### src/dummy_unused_placeholder.sv
// intentionally empty
`timescale 1ns/10ps

### src/inc/irq_route_pkg.sv
// constants, field layout and helpers for the interrupt steering block
package irq_route_pkg;

  // ---------------------------------------------------------------
  // register indices as printed; byte address is four times the index
  // ---------------------------------------------------------------
  localparam logic [11:0] DISK_ROUTE_IDX = 12'h061;
  localparam logic [11:0] USB_ROUTE_IDX = 12'h062;
  localparam logic [11:0] POWER_ROUTE_IDX = 12'h063;
  localparam logic [11:0] DISK_ROUTE_ADDR = 12'(DISK_ROUTE_IDX * 4);
  localparam logic [11:0] USB_ROUTE_ADDR = 12'(USB_ROUTE_IDX * 4);
  localparam logic [11:0] POWER_ROUTE_ADDR = 12'(POWER_ROUTE_IDX * 4);

  // ---------------------------------------------------------------
  // field layout and reset value
  // ---------------------------------------------------------------
  localparam logic [7:0] ROUTE_RESET = 8'h80;
  localparam int ROUTE_OFF_BIT = 7;
  localparam int CHAN_SEL_BIT = 4;
  localparam int CODE_LSB = 0;
  localparam int CODE_W = 4;
  localparam int NUM_SOURCES = 3;
  localparam int NUM_LINES = 16;
  localparam int SRC_DISK = 0;
  localparam int SRC_USB = 1;
  localparam int SRC_POWER = 2;

  // ---------------------------------------------------------------
  // line-select codes that name a real legacy line
  // ---------------------------------------------------------------
  function automatic logic code_legal(input logic [3:0] code);
    case (code)
      4'h0, 4'h1, 4'h2, 4'h8, 4'hD: code_legal = 1'b0;
      default: code_legal = 1'b1;
    endcase
  endfunction

endpackage

### src/irq_remap_steering.sv
// legacy interrupt steering registers behind an apb slave
`timescale 1ns/10ps
// Summary of operation
// - bit 7 of each steering register turns steering on when clear, off when set (reset).
// - codes 0011 to 0111 steer the source to legacy lines 3 to 7.
// - codes 1001 to 1100 steer to lines 9 to 12, 1110 to line 14, 1111 to line 15.
// - the power-event source has its own register of the same layout, bits 6 to 4 spare.
module irq_remap_steering
  import irq_route_pkg::*;
#(
  parameter int ADDR_W = 12 // apb address width
)
(
  input wire logic pclk, // bus clock, 200 MHz
  input wire logic presetn, // asynchronous reset, active low
  input wire logic psel, // apb select
  input wire logic penable, // apb enable
  input wire logic pwrite, // apb direction, high for write
  input wire logic [ADDR_W-1:0] paddr, // apb byte address
  input wire logic [31:0] pwdata, // apb write data
  input wire logic [3:0] pstrb, // apb byte strobes
  output logic [31:0] prdata, // apb read data
  output logic pready, // apb ready
  output logic pslverr, // apb error on unmapped address
  input wire logic disk_primary_interrupt, // primary disk channel interrupt
  input wire logic disk_secondary_interrupt, // secondary disk channel interrupt
  input wire logic usb_host_interrupt, // usb host interrupt
  input wire logic power_event_interrupt, // power-event interrupt
  output logic [irq_route_pkg::NUM_LINES-1:0] legacy_interrupt_line // legacy lines, high active
);
  import irq_route_pkg::*;

  // ---------------------------------------------------------------
  // state
  // ---------------------------------------------------------------
  typedef struct packed {
    logic [NUM_SOURCES-1:0][7:0] route;
    logic [31:0] rdata;
    logic ready;
    logic err;
    logic [NUM_LINES-1:0] lines;
  } state_t;

  state_t cur;
  state_t next_cur;
  logic [NUM_SOURCES-1:0] src;
  logic [NUM_SOURCES-1:0][NUM_LINES-1:0] hit;
  logic [NUM_LINES-1:0] hit_any;
  logic setup;
  logic access;
  logic [1:0] sel_idx;
  logic sel_ok;

  // ---------------------------------------------------------------
  // source selection and per-source decoders
  // ---------------------------------------------------------------
  // disk channel chosen by bit 4 of its own register
  assign src[SRC_DISK] = cur.route[SRC_DISK][CHAN_SEL_BIT] ? disk_secondary_interrupt
                                                           : disk_primary_interrupt;
  assign src[SRC_USB] = usb_host_interrupt;
  assign src[SRC_POWER] = power_event_interrupt;

  generate
    for (genvar i = 0; i < NUM_SOURCES; i++)
    begin : g_src
      route_decode u_dec (
        .route_cfg(cur.route[i]),
        .source(src[i]),
        .line_hit(hit[i])
      );
    end
  endgenerate

  // two sources on one line share it, as a wired level would
  always_comb
  begin
    hit_any = '0;
    for (int i = 0; i < NUM_SOURCES; i++)
    begin
      hit_any = hit_any | hit[i];
    end
  end

  // ---------------------------------------------------------------
  // address decode
  // ---------------------------------------------------------------
  // full-address match, so stray low bits count as unmapped
  always_comb
  begin
    sel_ok = 1'b1;
    sel_idx = 2'(SRC_DISK);
    case (paddr[11:0])
      DISK_ROUTE_ADDR: sel_idx = 2'(SRC_DISK);
      USB_ROUTE_ADDR: sel_idx = 2'(SRC_USB);
      POWER_ROUTE_ADDR: sel_idx = 2'(SRC_POWER);
      default: sel_ok = 1'b0;
    endcase
  end

  assign setup = psel && !penable;
  assign access = psel && penable && cur.ready;

  // ---------------------------------------------------------------
  // next state
  // ---------------------------------------------------------------
  // read data and ready are prepared in the setup cycle so every
  // access answers in exactly one cycle, straight from flops
  always_comb
  begin
    next_cur = cur;
    next_cur.ready = setup;
    next_cur.err = setup && !sel_ok;
    next_cur.rdata = '0;
    if (setup && sel_ok && !pwrite)
    begin
      next_cur.rdata = {24'h000000, cur.route[sel_idx]};
    end
    // reserved bits are plain storage, written and read back as is
    if (access && pwrite && sel_ok && pstrb[0])
    begin
      next_cur.route[sel_idx] = pwdata[7:0];
    end
    next_cur.lines = hit_any;
  end

  // ---------------------------------------------------------------
  // registers
  // ---------------------------------------------------------------
  always_ff @(posedge pclk or negedge presetn)
  begin
    if (!presetn)
    begin
      cur.route <= {NUM_SOURCES{ROUTE_RESET}};
      cur.rdata <= '0;
      cur.ready <= 1'b0;
      cur.err <= 1'b0;
      cur.lines <= '0;
    end
    else
    begin
      cur <= next_cur;
    end
  end

  assign prdata = cur.rdata;
  assign pready = cur.ready;
  assign pslverr = cur.err;
  assign legacy_interrupt_line = cur.lines;

  // ---------------------------------------------------------------
  // assertions
  // ---------------------------------------------------------------
  logic [3:0] disk_code;
  logic [3:0] usb_code;
  logic [3:0] pwr_code;
  logic others_off_usb;
  logic others_off_disk;
  logic others_off_pwr;
  assign disk_code = cur.route[SRC_DISK][3:0];
  assign usb_code = cur.route[SRC_USB][3:0];
  assign pwr_code = cur.route[SRC_POWER][3:0];
  assign others_off_usb = cur.route[SRC_DISK][7] && cur.route[SRC_POWER][7];
  assign others_off_disk = cur.route[SRC_USB][7] && cur.route[SRC_POWER][7];
  assign others_off_pwr = cur.route[SRC_DISK][7] && cur.route[SRC_USB][7];
endmodule

### src/route_decode.sv
// steering decoder: one source onto one of sixteen legacy lines
`timescale 1ns/10ps
module route_decode
  import irq_route_pkg::*;
(
  input wire logic [7:0] route_cfg, // steering register of this source
  input wire logic source, // interrupt source level, high active
  output logic [irq_route_pkg::NUM_LINES-1:0] line_hit // one-hot line this source drives
);
  import irq_route_pkg::*;

  // ---------------------------------------------------------------
  // decode
  // ---------------------------------------------------------------
  // a set off bit or a reserved code drives nothing at all
  always_comb
  begin
    logic [CODE_W-1:0] code;
    code = route_cfg[CODE_LSB +: CODE_W];
    line_hit = '0;
    if (source && !route_cfg[ROUTE_OFF_BIT] && code_legal(code))
    begin
      line_hit[code] = 1'b1;
    end
  end
endmodule

### config.mk
export PLATFORM = sky130hd
export DESIGN_NAME = irq_remap_steering
export DESIGN_NICKNAME = d
export VERILOG_FILES = /design/src/dummy_unused_placeholder.sv /design/src/inc/irq_route_pkg.sv /design/src/irq_remap_steering.sv /design/src/route_decode.sv
export SDC_FILE = /design/constraint.sdc
export NUM_CORES = 1
export LEC_CHECK = 0
export ABC_CLOCK_PERIOD_IN_PS = 3070
export BUFFER_PORTS_ARGS = -buffer_cell sky130_fd_sc_hd__buf_2
export CORE_MARGIN = 10
export CORE_UTILIZATION = 42
export DETAILED_ROUTE_END_ITERATION = 6
export PLACE_DENSITY = 0.71
export SETUP_SLACK_MARGIN = 0.4
export SLEW_MARGIN = 15
export SYNTH_ARGS = -nofsm -noshare
export SYNTH_HDL_FRONTEND = slang
export SYNTH_SLANG_ARGS = --single-unit
### constraint.sdc
create_clock -name pclk -period 3.07 [get_ports pclk]
set_input_delay 0.4605 -clock pclk [delete_from_list [all_inputs] [get_ports pclk]]
set_output_delay 0.4605 -clock pclk [all_outputs]
set_load 0.01 [all_outputs]
==> reports/metrics.csv, run 1 <==
stage;metric;value;unit
clock_tree;post-cts sizing count;0;
drt;Residual DRC;0;
drt;first-iteration detailed-routing DRC count;98;
synth;ys async rst share;100;%
synth;Synth Area in Adders;0;%
global_route;met1 Resource Use GR;13.5;%
clock_tree;clock buffer count from CTS;5;
placement;Port Buffers;55;
setup_path;Setup crit end kind;flop;
synth;Synth area leaders;dfrtp_1 44%, buf_4 13%, mux2_2 9.6%, mux2_4 4.5%, mux2i_1 3.0%;
drt;total number of vias;1677;
synth;top cell type by total area after synthesis;dfrtp_1;
placement;gpl congestion;0.944;
worst_hold_path;Hold Path Class;primary input to async pin;
setup_path;reg2reg end;cur[56];
synth;Cells after Synth;231;
status;outcome;finished, final reports clean;
global_route;met3 GRT Util;4.05;%
die;Die H;100;um
timing;Fin Setup TNS;0;ps
drt;drt first pass iters;4;
layout;share of layout cells above drive strength 1;39.7;%
timing;Tightest Pin Transition;622;ps
synth;area share of the largest cell type after synthesis;43.7;%
power;Leakage;0.00148;uW
global_route;GRT Total Usage;11.4;%
setup_path;beginning of the worst register-to-register path;pready;
timing;period utilization;59.9;%
synth;Post-Synth XOR/XNOR Area;0;%
die;std cell rows;29;
clock_tree;hold_buf cts;0;
die;Die W;100;um
drt;final WL;5560;um
die;die area;0.0100;mm^2
clock_tree;root buf cell;clkbuf_8;
layout;Layout area overhead;5.72;%
power;VDD IR max;0.168;mV
setup_path;CP required;3260;ps
layout;# diodes;0;
synth;Synth cell types;47;
clock_tree;H-tree Lvls;2;
synth;simple-gate share of the synthesized area;13.9;%
drt;Antenna Nets Post-Route;0;
layout;final core utilization;45.3;%
setup_path;WS Path Type;primary input to flop;
clock_tree;Reg clk slew, reported paths;80;ps
global_route;vias in the first global route;1841;
timing;Final Hold Fails;0;
setup_path;crit path max fanout;8;
power;power density over the cells;395;mW/mm^2
timing;Final min period;1840;ps
global_route;global route hottest layer;met2;
layout;commonest non-fill, non-tap cell in the layout;buf_2;
synth;EDFF count, synth;0;
timing;clock skew;3.35;ps
placement;dpl hpwl;4170;um
clock_tree;CTS tree;built;
timing;Fmax;544;MHz
drt;Wirelength per Cell;16.2;um
timing;RSZ-0062 raised after global routing;no;
clock_tree;worst skew pair latency;300;ps
layout;footprint of the multi-input gates;0.00111;mm^2
synth;mux cell area share after synthesis;17.1;%
synth;compound-cell area share of the yosys netlist;6.09;%
layout;Post-layout nets;323;
setup_path;Setup crit start kind;primary input;
synth;Synth Flop Type;dfrtp_1;
synth;Seq/Total Area, Yosys;46.6;%
clock_tree;clk buf depth;2;
die;I/O Pins;107;
setup_path;r2r setup slk;1290;ps
layout;Layout fillers;628;
layout;register area;0.00125;mm^2
global_route;met2 usage;18.4;%
synth;Yosys Warn Count;0;
die;Initial Utilization;42.9;%
drt;drt via density;4.88;
layout;most frequent cells in the layout;54 x buf_2, 47 x dfrtp_1, 29 x conb_1;
timing;Rel. slew slack;58.6;%
global_route;grt ovf;0;
synth;synthesized area;0.00269;mm^2
timing;Final Max Slew Viols;0;
clock_tree;post-CTS setup buffer count;0;
setup_path;Critical Path AT;2030;ps
setup_path;worst r2r path cells;4;
synth;combinational family with the most area after synthesis;multiplexers;
clock_tree;CTS Sinks;50;
timing;endpoints failing setup;0;
synth;syn avg cell area;11.7;um^2
global_route;largest net degree at the start of global routing;51;
global_route;initial antenna violation count;0;
flow_run;Max Cap Violations;0;
global_route;first-pass GRT wire length;9320;um
die;core region area;0.00628;mm^2
synth;#FFs+latches synth;50;
## registers in the layout, indices dropped and copies added, names as in the netlist
register,cells
cur,24
pslverr,1
pready,1
prdata,8
legacy_interrupt_line,16
## per-layer routing
| layer | share of wire (%) | vias up |
|---|---|---|
| met5 | 0 | - |
| met3 | 9.5 | 9 |
| li1 | - | 800 |
| met4 | 1.5 | 0 |
| met1 | 40 | 793 |
| met2 | 49 | 75 |
## critical path: stages
cell	delay (ps)
buf_2	110
nor4b_4	330
nand3_2	130
or3_1	610
mux2_4	380
## synthesized netlist by cell type (all sizes together), types with 2 or more instances
library cell / instances
dfrtp: 47
dfstp: 3
clkbuf: 3
a211oi: 2
o31ai: 4
mux2: 31
nor2b: 3
o22ai: 2
and2: 3
nor4b: 3
nand2: 8
mux2i: 8
and3: 2
a31oi: 2
nand2b: 4
a22oi: 2
nor3b: 2
nand3: 3
a31o: 2
nand4b: 2
nor2: 17
or3b: 2
inv: 3
nor3: 5
buf: 52
o221ai: 2
nand3b: 3
## worst max path at each step
stage,cells after the start,slack (ps),endpoint,from
after floorplan,5,1260,cur[50],paddr[9]
after global placement,5,930,cur[55],paddr[9]
after detailed placement,5,900,cur[56],paddr[9]
after CTS,5,1230,cur[50],paddr[9]
after global routing,5,1180,cur[50],paddr[9]
final,5,1230,cur[56],paddr[9]
## power breakdown
group          internal, uW  leakage, uW  switching [uW]  total, uW
logic                  23.2     0.000757            50.7       73.9
clock network           182    0.0000482             203        385
registers               663     0.000674            1.00        664
## cell type report
| type | instances | area share (%) |
|---|---|---|
| clock inverter | 1 | 0.176 |
| inverter | 3 | 0.396 |
| sequential | 50 | 44.1 |
| clock buffer | 7 | 3.03 |
| tap | 77 | 3.38 |
| timing repair buffer | 56 | 10.0 |
| multi-input combinational | 150 | 38.9 |
## metrics by stage
| step | total power [uW] | area, um^2 | worst slack (ps) | cells | hold WS, ps |
|---|---|---|---|---|---|
| floorplan | 732 | 2800 | 1260 | 259 | 165 |
| global placement | 747 | 2750 | 928 | 336 | 486 |
| detailed placement | 750 | 2750 | 904 | 336 | 492 |
| CTS | 1140 | 2840 | 1230 | 344 | 349 |
| global route | 1170 | 2850 | 1180 | 344 | 214 |
| finish | 1120 | 2850 | 1230 | 344 | 170 |
## logic make-up (layout without fill, tap and decap cells)
logic type / Yosys count / in the layout
DFF: 50 / 50
and+or+nand+nor: 60 / 60
buffers and inverters: 59 / 67
muxes: 39 / 39
other: 1 / 29
AOI/OAI and AO/OA: 22 / 22
Note: power is estimated with default switching activity, not from simulation.
==> run 2, diff against run 1 <==
Settings changed: ABC_CLOCK_PERIOD_IN_PS 3070 to 1800.
Clock period 3.07 ns to 1.8 ns, I/O delays scaled along.
==> run 2 against run 1 <==
  * Power rose by 82%
  * Die area did not move
  * Clock power rose by 100%
  * Register-to-register slack got worse by 1000 ps
  * Setup slack worse by 970 ps
  * Largest cell class unchanged
  * Clock skew up 3.3 ps
  * Combinational power increased by 77%
==> reports/metrics.csv, run 2 (synthesis gave the netlist of run 1 again) <==
stage;metric;value;unit;change
status;outcome;finished, final reports clean;;unchanged
die;die area;0.0100;mm^2;unchanged
placement;Port Buffers;55;;unchanged
drt;Residual DRC;0;;unchanged
placement;Cell Area, Placed;0.00290;mm^2;was 0.00275 mm^2
clock_tree;root buf cell;clkbuf_8;;unchanged
global_route;grt ovf;0;;unchanged
clock_tree;Reg clk slew, reported paths;90;ps;was 80 ps
drt;first-iteration detailed-routing DRC count;105;;was 98
clock_tree;clock buffer count from CTS;5;;unchanged
drt;Wirelength per Cell;16.6;um;was 16.2 um
setup_path;Setup crit end kind;flop;;unchanged
layout;share of layout cells above drive strength 1;46.0;%;was 39.7%
clock_tree;CTS Sinks;50;;unchanged
timing;Final min period;1540;ps;
layout;Largest register FFs;24;;unchanged
setup_path;WS Path Type;flop to flop;;was primary input to flop
worst_hold_path;Hold Path Class;primary input to async pin;;unchanged
timing;RSZ-0062 raised after global routing;yes;;was no
die;I/O Pins;107;;unchanged
setup_path;CP required;1990;ps;was 3260 ps
global_route;largest net degree at the start of global routing;51;;unchanged
timing;Final Hold Fails;0;;unchanged
layout;register name with the most flops;cur;;unchanged
die;Initial Utilization;42.9;%;unchanged
power;power density over the cells;661;mW/mm^2;was 395 mW/mm^2
timing;Final Max Slew Viols;0;;unchanged
placement;Placed Cells;345;;was 336
timing;Rel. slew slack;59.5;%;was 58.6%
die;Die H;100;um;unchanged
drt;drt first pass iters;4;;unchanged
flow_run;Max Cap Violations;0;;unchanged
layout;post-route cell area;0.00310;mm^2;was 0.00285 mm^2
power;VDD IR max;0.271;mV;was 0.168 mV
clock_tree;H-tree Lvls;2;;unchanged
drt;drt via density;4.98;;was 4.88
global_route;vias in the first global route;1816;;was 1841
setup_path;Critical Path Max Stage Delay;350;ps;was 610 ps
layout;Post-layout nets;334;;was 323
global_route;GRT Total Usage;11.3;%;was 11.4%
setup_path;buffers plus inverters on the worst setup path;1;;unchanged
clock_tree;clk buf depth;2;;unchanged
die;std cell rows;29;;unchanged
setup_path;Largest delay share family, worst path;simple AND/OR/NAND/NOR gates;;unchanged
timing;clock skew;6.69;ps;was 3.35 ps
timing;Fmax;651;MHz;
layout;non-filler instance count after layout;355;;was 344
clock_tree;hold_buf cts;0;;unchanged
layout;Layout area overhead;15.0;%;was 5.72%
timing;Tightest Pin Transition;607;ps;was 622 ps
setup_path;Slowest-stage cell, CP;dfrtp_1;;was or3_1
drt;total number of vias;1767;;was 1677
global_route;initial antenna violation count;1;;was 0
timing;endpoints failing setup;0;;unchanged
timing;Fin Setup TNS;0;ps;unchanged
layout;# diodes;0;;unchanged
clock_tree;CTS tree;built;;unchanged
setup_path;Setup crit start kind;flop;;was primary input
layout;register area;0.00125;mm^2;unchanged
placement;dpl hpwl;4210;um;was 4170 um
global_route;first-pass GRT wire length;9230;um;was 9320 um
timing;period utilization;85.3;%;
layout;footprint of the multi-input gates;0.00123;mm^2;was 0.00111 mm^2
drt;final WL;5880;um;was 5560 um
die;Die W;100;um;unchanged
layout;commonest non-fill, non-tap cell in the layout;buf_2;;unchanged
layout;Layout fillers;582;;was 628
setup_path;Critical Path AT;1730;ps;was 2030 ps
placement;pre-CTS WS;-25.4;ps;was 904 ps
drt;Antenna Nets Post-Route;0;;unchanged
timing;post-route setup slack;264;ps;was 1230 ps
clock_tree;worst skew pair latency;310;ps;was 300 ps
power;Leakage;0.00158;uW;was 0.00148 uW
placement;gpl congestion;0.929;;was 0.944
setup_path;crit-path cells;and4_4 -> nand3_4 -> or3_4 -> buf_6 -> mux2_4;;was buf_2 -> nor4b_4 -> nand3_2 -> or3_1 -> mux2_4
timing;final hold slack;52.5;ps;was 170 ps
setup_path;crit path max fanout;4;;was 8
die;core region area;0.00628;mm^2;unchanged
layout;most frequent cells in the layout;55 x buf_2, 47 x dfrtp_1, 29 x conb_1;;was 54 x buf_2, 47 x dfrtp_1, 29 x conb_1
[run 2: area by class of cell]
class | instances | share of cell area [%]
sequential | 50 | 40.5
multi-input combinational | 150 | 39.6
timing repair buffer | 67 | 12.9
tap | 77 | 3.11
clock buffer | 5 | 2.22
clock inverter | 3 | 1.29
inverter | 3 | 0.364
[run 2: worst register-to-register path, cell delays in order, from the launching register on]
cell     delay, ps
dfrtp_1        350
and4_4         230
nand3_4         60
or3_4          350
buf_6          150
mux2_4         290
[run 2: worst paths after layout]
path | start | slack [ps] | cells after the start | endpoint
min reg2reg | cur[63] | 520 | 1 | cur[63]
min in group pclk | penable | 140 | 2 | pready
min | presetn | 50 | 2 | legacy_interrupt_line[11]
max reg2reg | pready | 260 | 5 | cur[53]
max | pready | 260 | 5 | cur[53]
max in group asynchronous | presetn | 1340 | 2 | prdata[3]
[run 2: repair_timing]
action                                 in CTS  in global routing
setup endpoints to repair                  17                 36
buffers inserted                            1                  1
pin swaps                                   5                  4
endpoints found under the hold margin       0                  0
resized for setup                          13                  6
[run 2: metrics by stage]
step / utilization (%) / total power (uW)
global route: 49.3 / 2140
global placement: 46.1 / 1280
detailed placement: 46.1 / 1280
floorplan: - / 1250
finish: 49.3 / 2050
CTS: 48.8 / 2070
[run 2: power breakdown]
group / internal, uW / leakage, uW / switching, uW
logic: 44.0 / 0.000849 / 87.4
clock network: 409 / 0.0000579 / 373
registers: 1130 / 0.000674 / 1.89
total: 1580 / 0.00158 / 462
[run 2: metal layers]
layer	wire [um]	GRT usage, %	up-vias
met5	7	0	-
met4	171	5.54	2
met3	517	4.46	15
met2	2770	17.1	79
met1	2410	13.9	849
li1	-	-	822
==> run 3, diff against run 2 <==
Settings changed: CELL_PAD_IN_SITES_DETAIL_PLACEMENT set to 1, CELL_PAD_IN_SITES_GLOBAL_PLACEMENT set to 1, CORE_UTILIZATION 42 to 37, PLACE_DENSITY 0.71 to not set, PLACE_DENSITY_LB_ADDON set to 0.1.
==> run 3 against run 2 <==
  * Largest power group unchanged
  * Maximum frequency shrank 1.2%
  * Clock skew rose by 5.8 ps
  * Sequential power barely moved
  * Flip-flop and latch count did not move
  * Die area grew 11%
  * Design area up 0.48%
  * Critical endpoint is now cur[50]
  * Via count fell by 2.2%
  * Highest routed layer is now met4
  * Non-clock buffer count rose by 1
  * Global-route usage down 0.32 points
  * Sequential share of layout area down 0.20 points
  * Critical path depth did not move
  * Power fell by 6.1%
==> reports/metrics.csv, run 3 (synthesis gave the netlist of run 1 again) <==
stage;metric;value;unit;change
drt;Residual DRC;0;;unchanged
status;outcome;finished, final reports clean;;unchanged
drt;final WL;6090;um;was 5880 um
setup_path;r2r setup slk;250;ps;was 260 ps
timing;final hold slack;141;ps;was 52.5 ps
die;std cell rows;31;;was 29
layout;register area;0.00125;mm^2;unchanged
layout;Largest register FFs;24;;unchanged
setup_path;Critical Path Max Stage Delay;360;ps;was 350 ps
timing;Final Hold Fails;0;;unchanged
global_route;initial antenna violation count;0;;was 1
layout;Layout fillers;814;;was 582
drt;Wirelength per Cell;16.1;um;was 16.6 um
drt;Antenna Nets Post-Route;0;;unchanged
placement;Placed Cells;368;;was 345
timing;endpoints failing setup;0;;unchanged
setup_path;Largest delay share family, worst path;simple AND/OR/NAND/NOR gates;;unchanged
layout;non-filler instance count after layout;378;;was 355
power;Leakage;0.00157;uW;was 0.00158 uW
global_route;vias in the first global route;1949;;was 1816
setup_path;reg2reg end;cur[50];;was cur[53]
layout;footprint of the multi-input gates;0.00122;mm^2;was 0.00123 mm^2
placement;gpl congestion;0.837;;was 0.929
drt;total number of vias;1729;;was 1767
timing;RSZ-0062 raised after global routing;yes;;unchanged
setup_path;WS Path Type;flop to flop;;unchanged
setup_path;Setup crit end kind;flop;;unchanged
clock_tree;CTS tree;built;;unchanged
layout;register name with the most flops;cur;;unchanged
clock_tree;Reg clk slew, reported paths;90;ps;about the same
die;core region area;0.00718;mm^2;was 0.00628 mm^2
drt;drt first pass iters;4;;unchanged
layout;# diodes;0;;unchanged
timing;Final Max Slew Viols;0;;unchanged
drt;drt via density;4.57;;was 4.98
timing;period utilization;86.3;%;was 85.3%
layout;Layout area overhead;15.5;%;was 15.0%
setup_path;buffers plus inverters on the worst setup path;1;;unchanged
global_route;first-pass GRT wire length;10000;um;was 9230 um
setup_path;Critical Path AT;1750;ps;was 1730 ps
global_route;grt ovf;0;;unchanged
clock_tree;root buf cell;clkbuf_8;;unchanged
layout;most frequent cells in the layout;55 x buf_2, 47 x dfrtp_1, 29 x conb_1;;unchanged
setup_path;crit path max fanout;4;;unchanged
timing;clock skew;12.5;ps;was 6.69 ps
die;Initial Utilization;37.5;%;was 42.9%
die;Die W;105;um;was 100 um
global_route;GRT Total Usage;11.0;%;was 11.3%
die;I/O Pins;107;;unchanged
setup_path;crit-path cells;and4_4 -> nand3_4 -> or3_4 -> buf_6 -> mux2_4;;unchanged
global_route;largest net degree at the start of global routing;33;;was 51
drt;first-iteration detailed-routing DRC count;37;;was 105
setup_path;Setup crit start kind;flop;;unchanged
timing;Fin Setup TNS;0;ps;unchanged
clock_tree;CTS Sinks;50;;unchanged
clock_tree;clk buf depth;2;;unchanged
layout;post-route cell area;0.00311;mm^2;was 0.00310 mm^2
worst_hold_path;Hold Path Class;primary input to flop;;was primary input to async pin
placement;Port Buffers;55;;unchanged
setup_path;CP required;1990;ps;about the same
power;Final Power;1920;uW;was 2050 uW
setup_path;worst r2r path cells;5;;unchanged
placement;Cell Area, Placed;0.00293;mm^2;was 0.00290 mm^2
timing;Final min period;1550;ps;was 1540 ps
layout;commonest non-fill, non-tap cell in the layout;buf_2;;unchanged
power;VDD IR max;0.277;mV;was 0.271 mV
setup_path;crit path to;cur[50];;was cur[53]
setup_path;beginning of the worst register-to-register path;pready;;unchanged
setup_path;Slowest-stage cell, CP;dfrtp_1;;unchanged
flow_run;Max Cap Violations;0;;unchanged
power;power density over the cells;617;mW/mm^2;was 661 mW/mm^2
timing;Fmax;643;MHz;was 651 MHz
setup_path;critical path depth in cells;5;;unchanged
setup_path;Critical Path Source;pready;;unchanged
clock_tree;worst skew pair latency;300;ps;was 310 ps
placement;dpl hpwl;4680;um;was 4210 um
layout;share of layout cells above drive strength 1;44.8;%;was 46.0%
clock_tree;H-tree Lvls;2;;unchanged
clock_tree;clock buffer count from CTS;5;;unchanged
die;die area;0.0111;mm^2;was 0.0100 mm^2
die;Die H;105;um;was 100 um
layout;Post-layout nets;335;;was 334
==> run 3: metal layers <==
metal,GRT usage [%],vias up,routed length (um)
li1,-,828,-
met1,13.4,843,2710
met2,17.8,53,2850
met3,3.90,5,441
met4,3.53,0,83
met5,0,-,0
==> run 3: worst min path at each step <==
stage	end	cells after the start	slack (ps)	startpoint
after floorplan	cur[50]	0	-30	presetn
after global placement	legacy_interrupt_line[11]	1	250	presetn
after detailed placement	legacy_interrupt_line[11]	1	250	presetn
after CTS	pready	2	140	penable
after global routing	pready	2	140	penable
final	pready	2	140	penable
==> run 3: what timing repair did <==
action,CTS,global route
hold endpoints to repair,15,0
buffers inserted,1,0
cloned,0,0
gates resized for setup,16,3
pin swaps,6,4
hold buffers,1,0
setup endpoints to repair,28,38
==> run 3: cell type report <==
| cell class | count | area share (%) |
|---|---|---|
| clock inverters | 2 | 0.442 |
| repair buffers | 68 | 13.4 |
| flip-flops and latches | 50 | 40.3 |
| clock buffers | 6 | 2.33 |
| well taps | 99 | 3.98 |
| multi-input cells | 150 | 39.2 |
| inverters | 3 | 0.362 |
==> run 3: stage by stage <==
stage / utilization [%] / worst slack [ps]
6_report: 43.3 / 246
5_1_grt: 43.3 / 183
4_1_cts: 43.1 / 202
3_5_place_dp: 40.8 / -33.3
3_3_place_gp: 40.8 / -20.3
2_1_floorplan: - / 191
==> run 3: report_power, final <==
part / leakage (uW) / switching (uW) / internal [uW]
sequential: 0.000674 / 1.96 / 1130
combinational: 0.000850 / 90.9 / 48.0
clock: 0.0000452 / 374 / 275
==> run 3: worst reg2reg max path: stages (launching register included) <==
cell	delay (ps)
dfrtp_1	360
and4_4	240
nand3_4	60
or3_4	340
buf_6	140
mux2_4	290
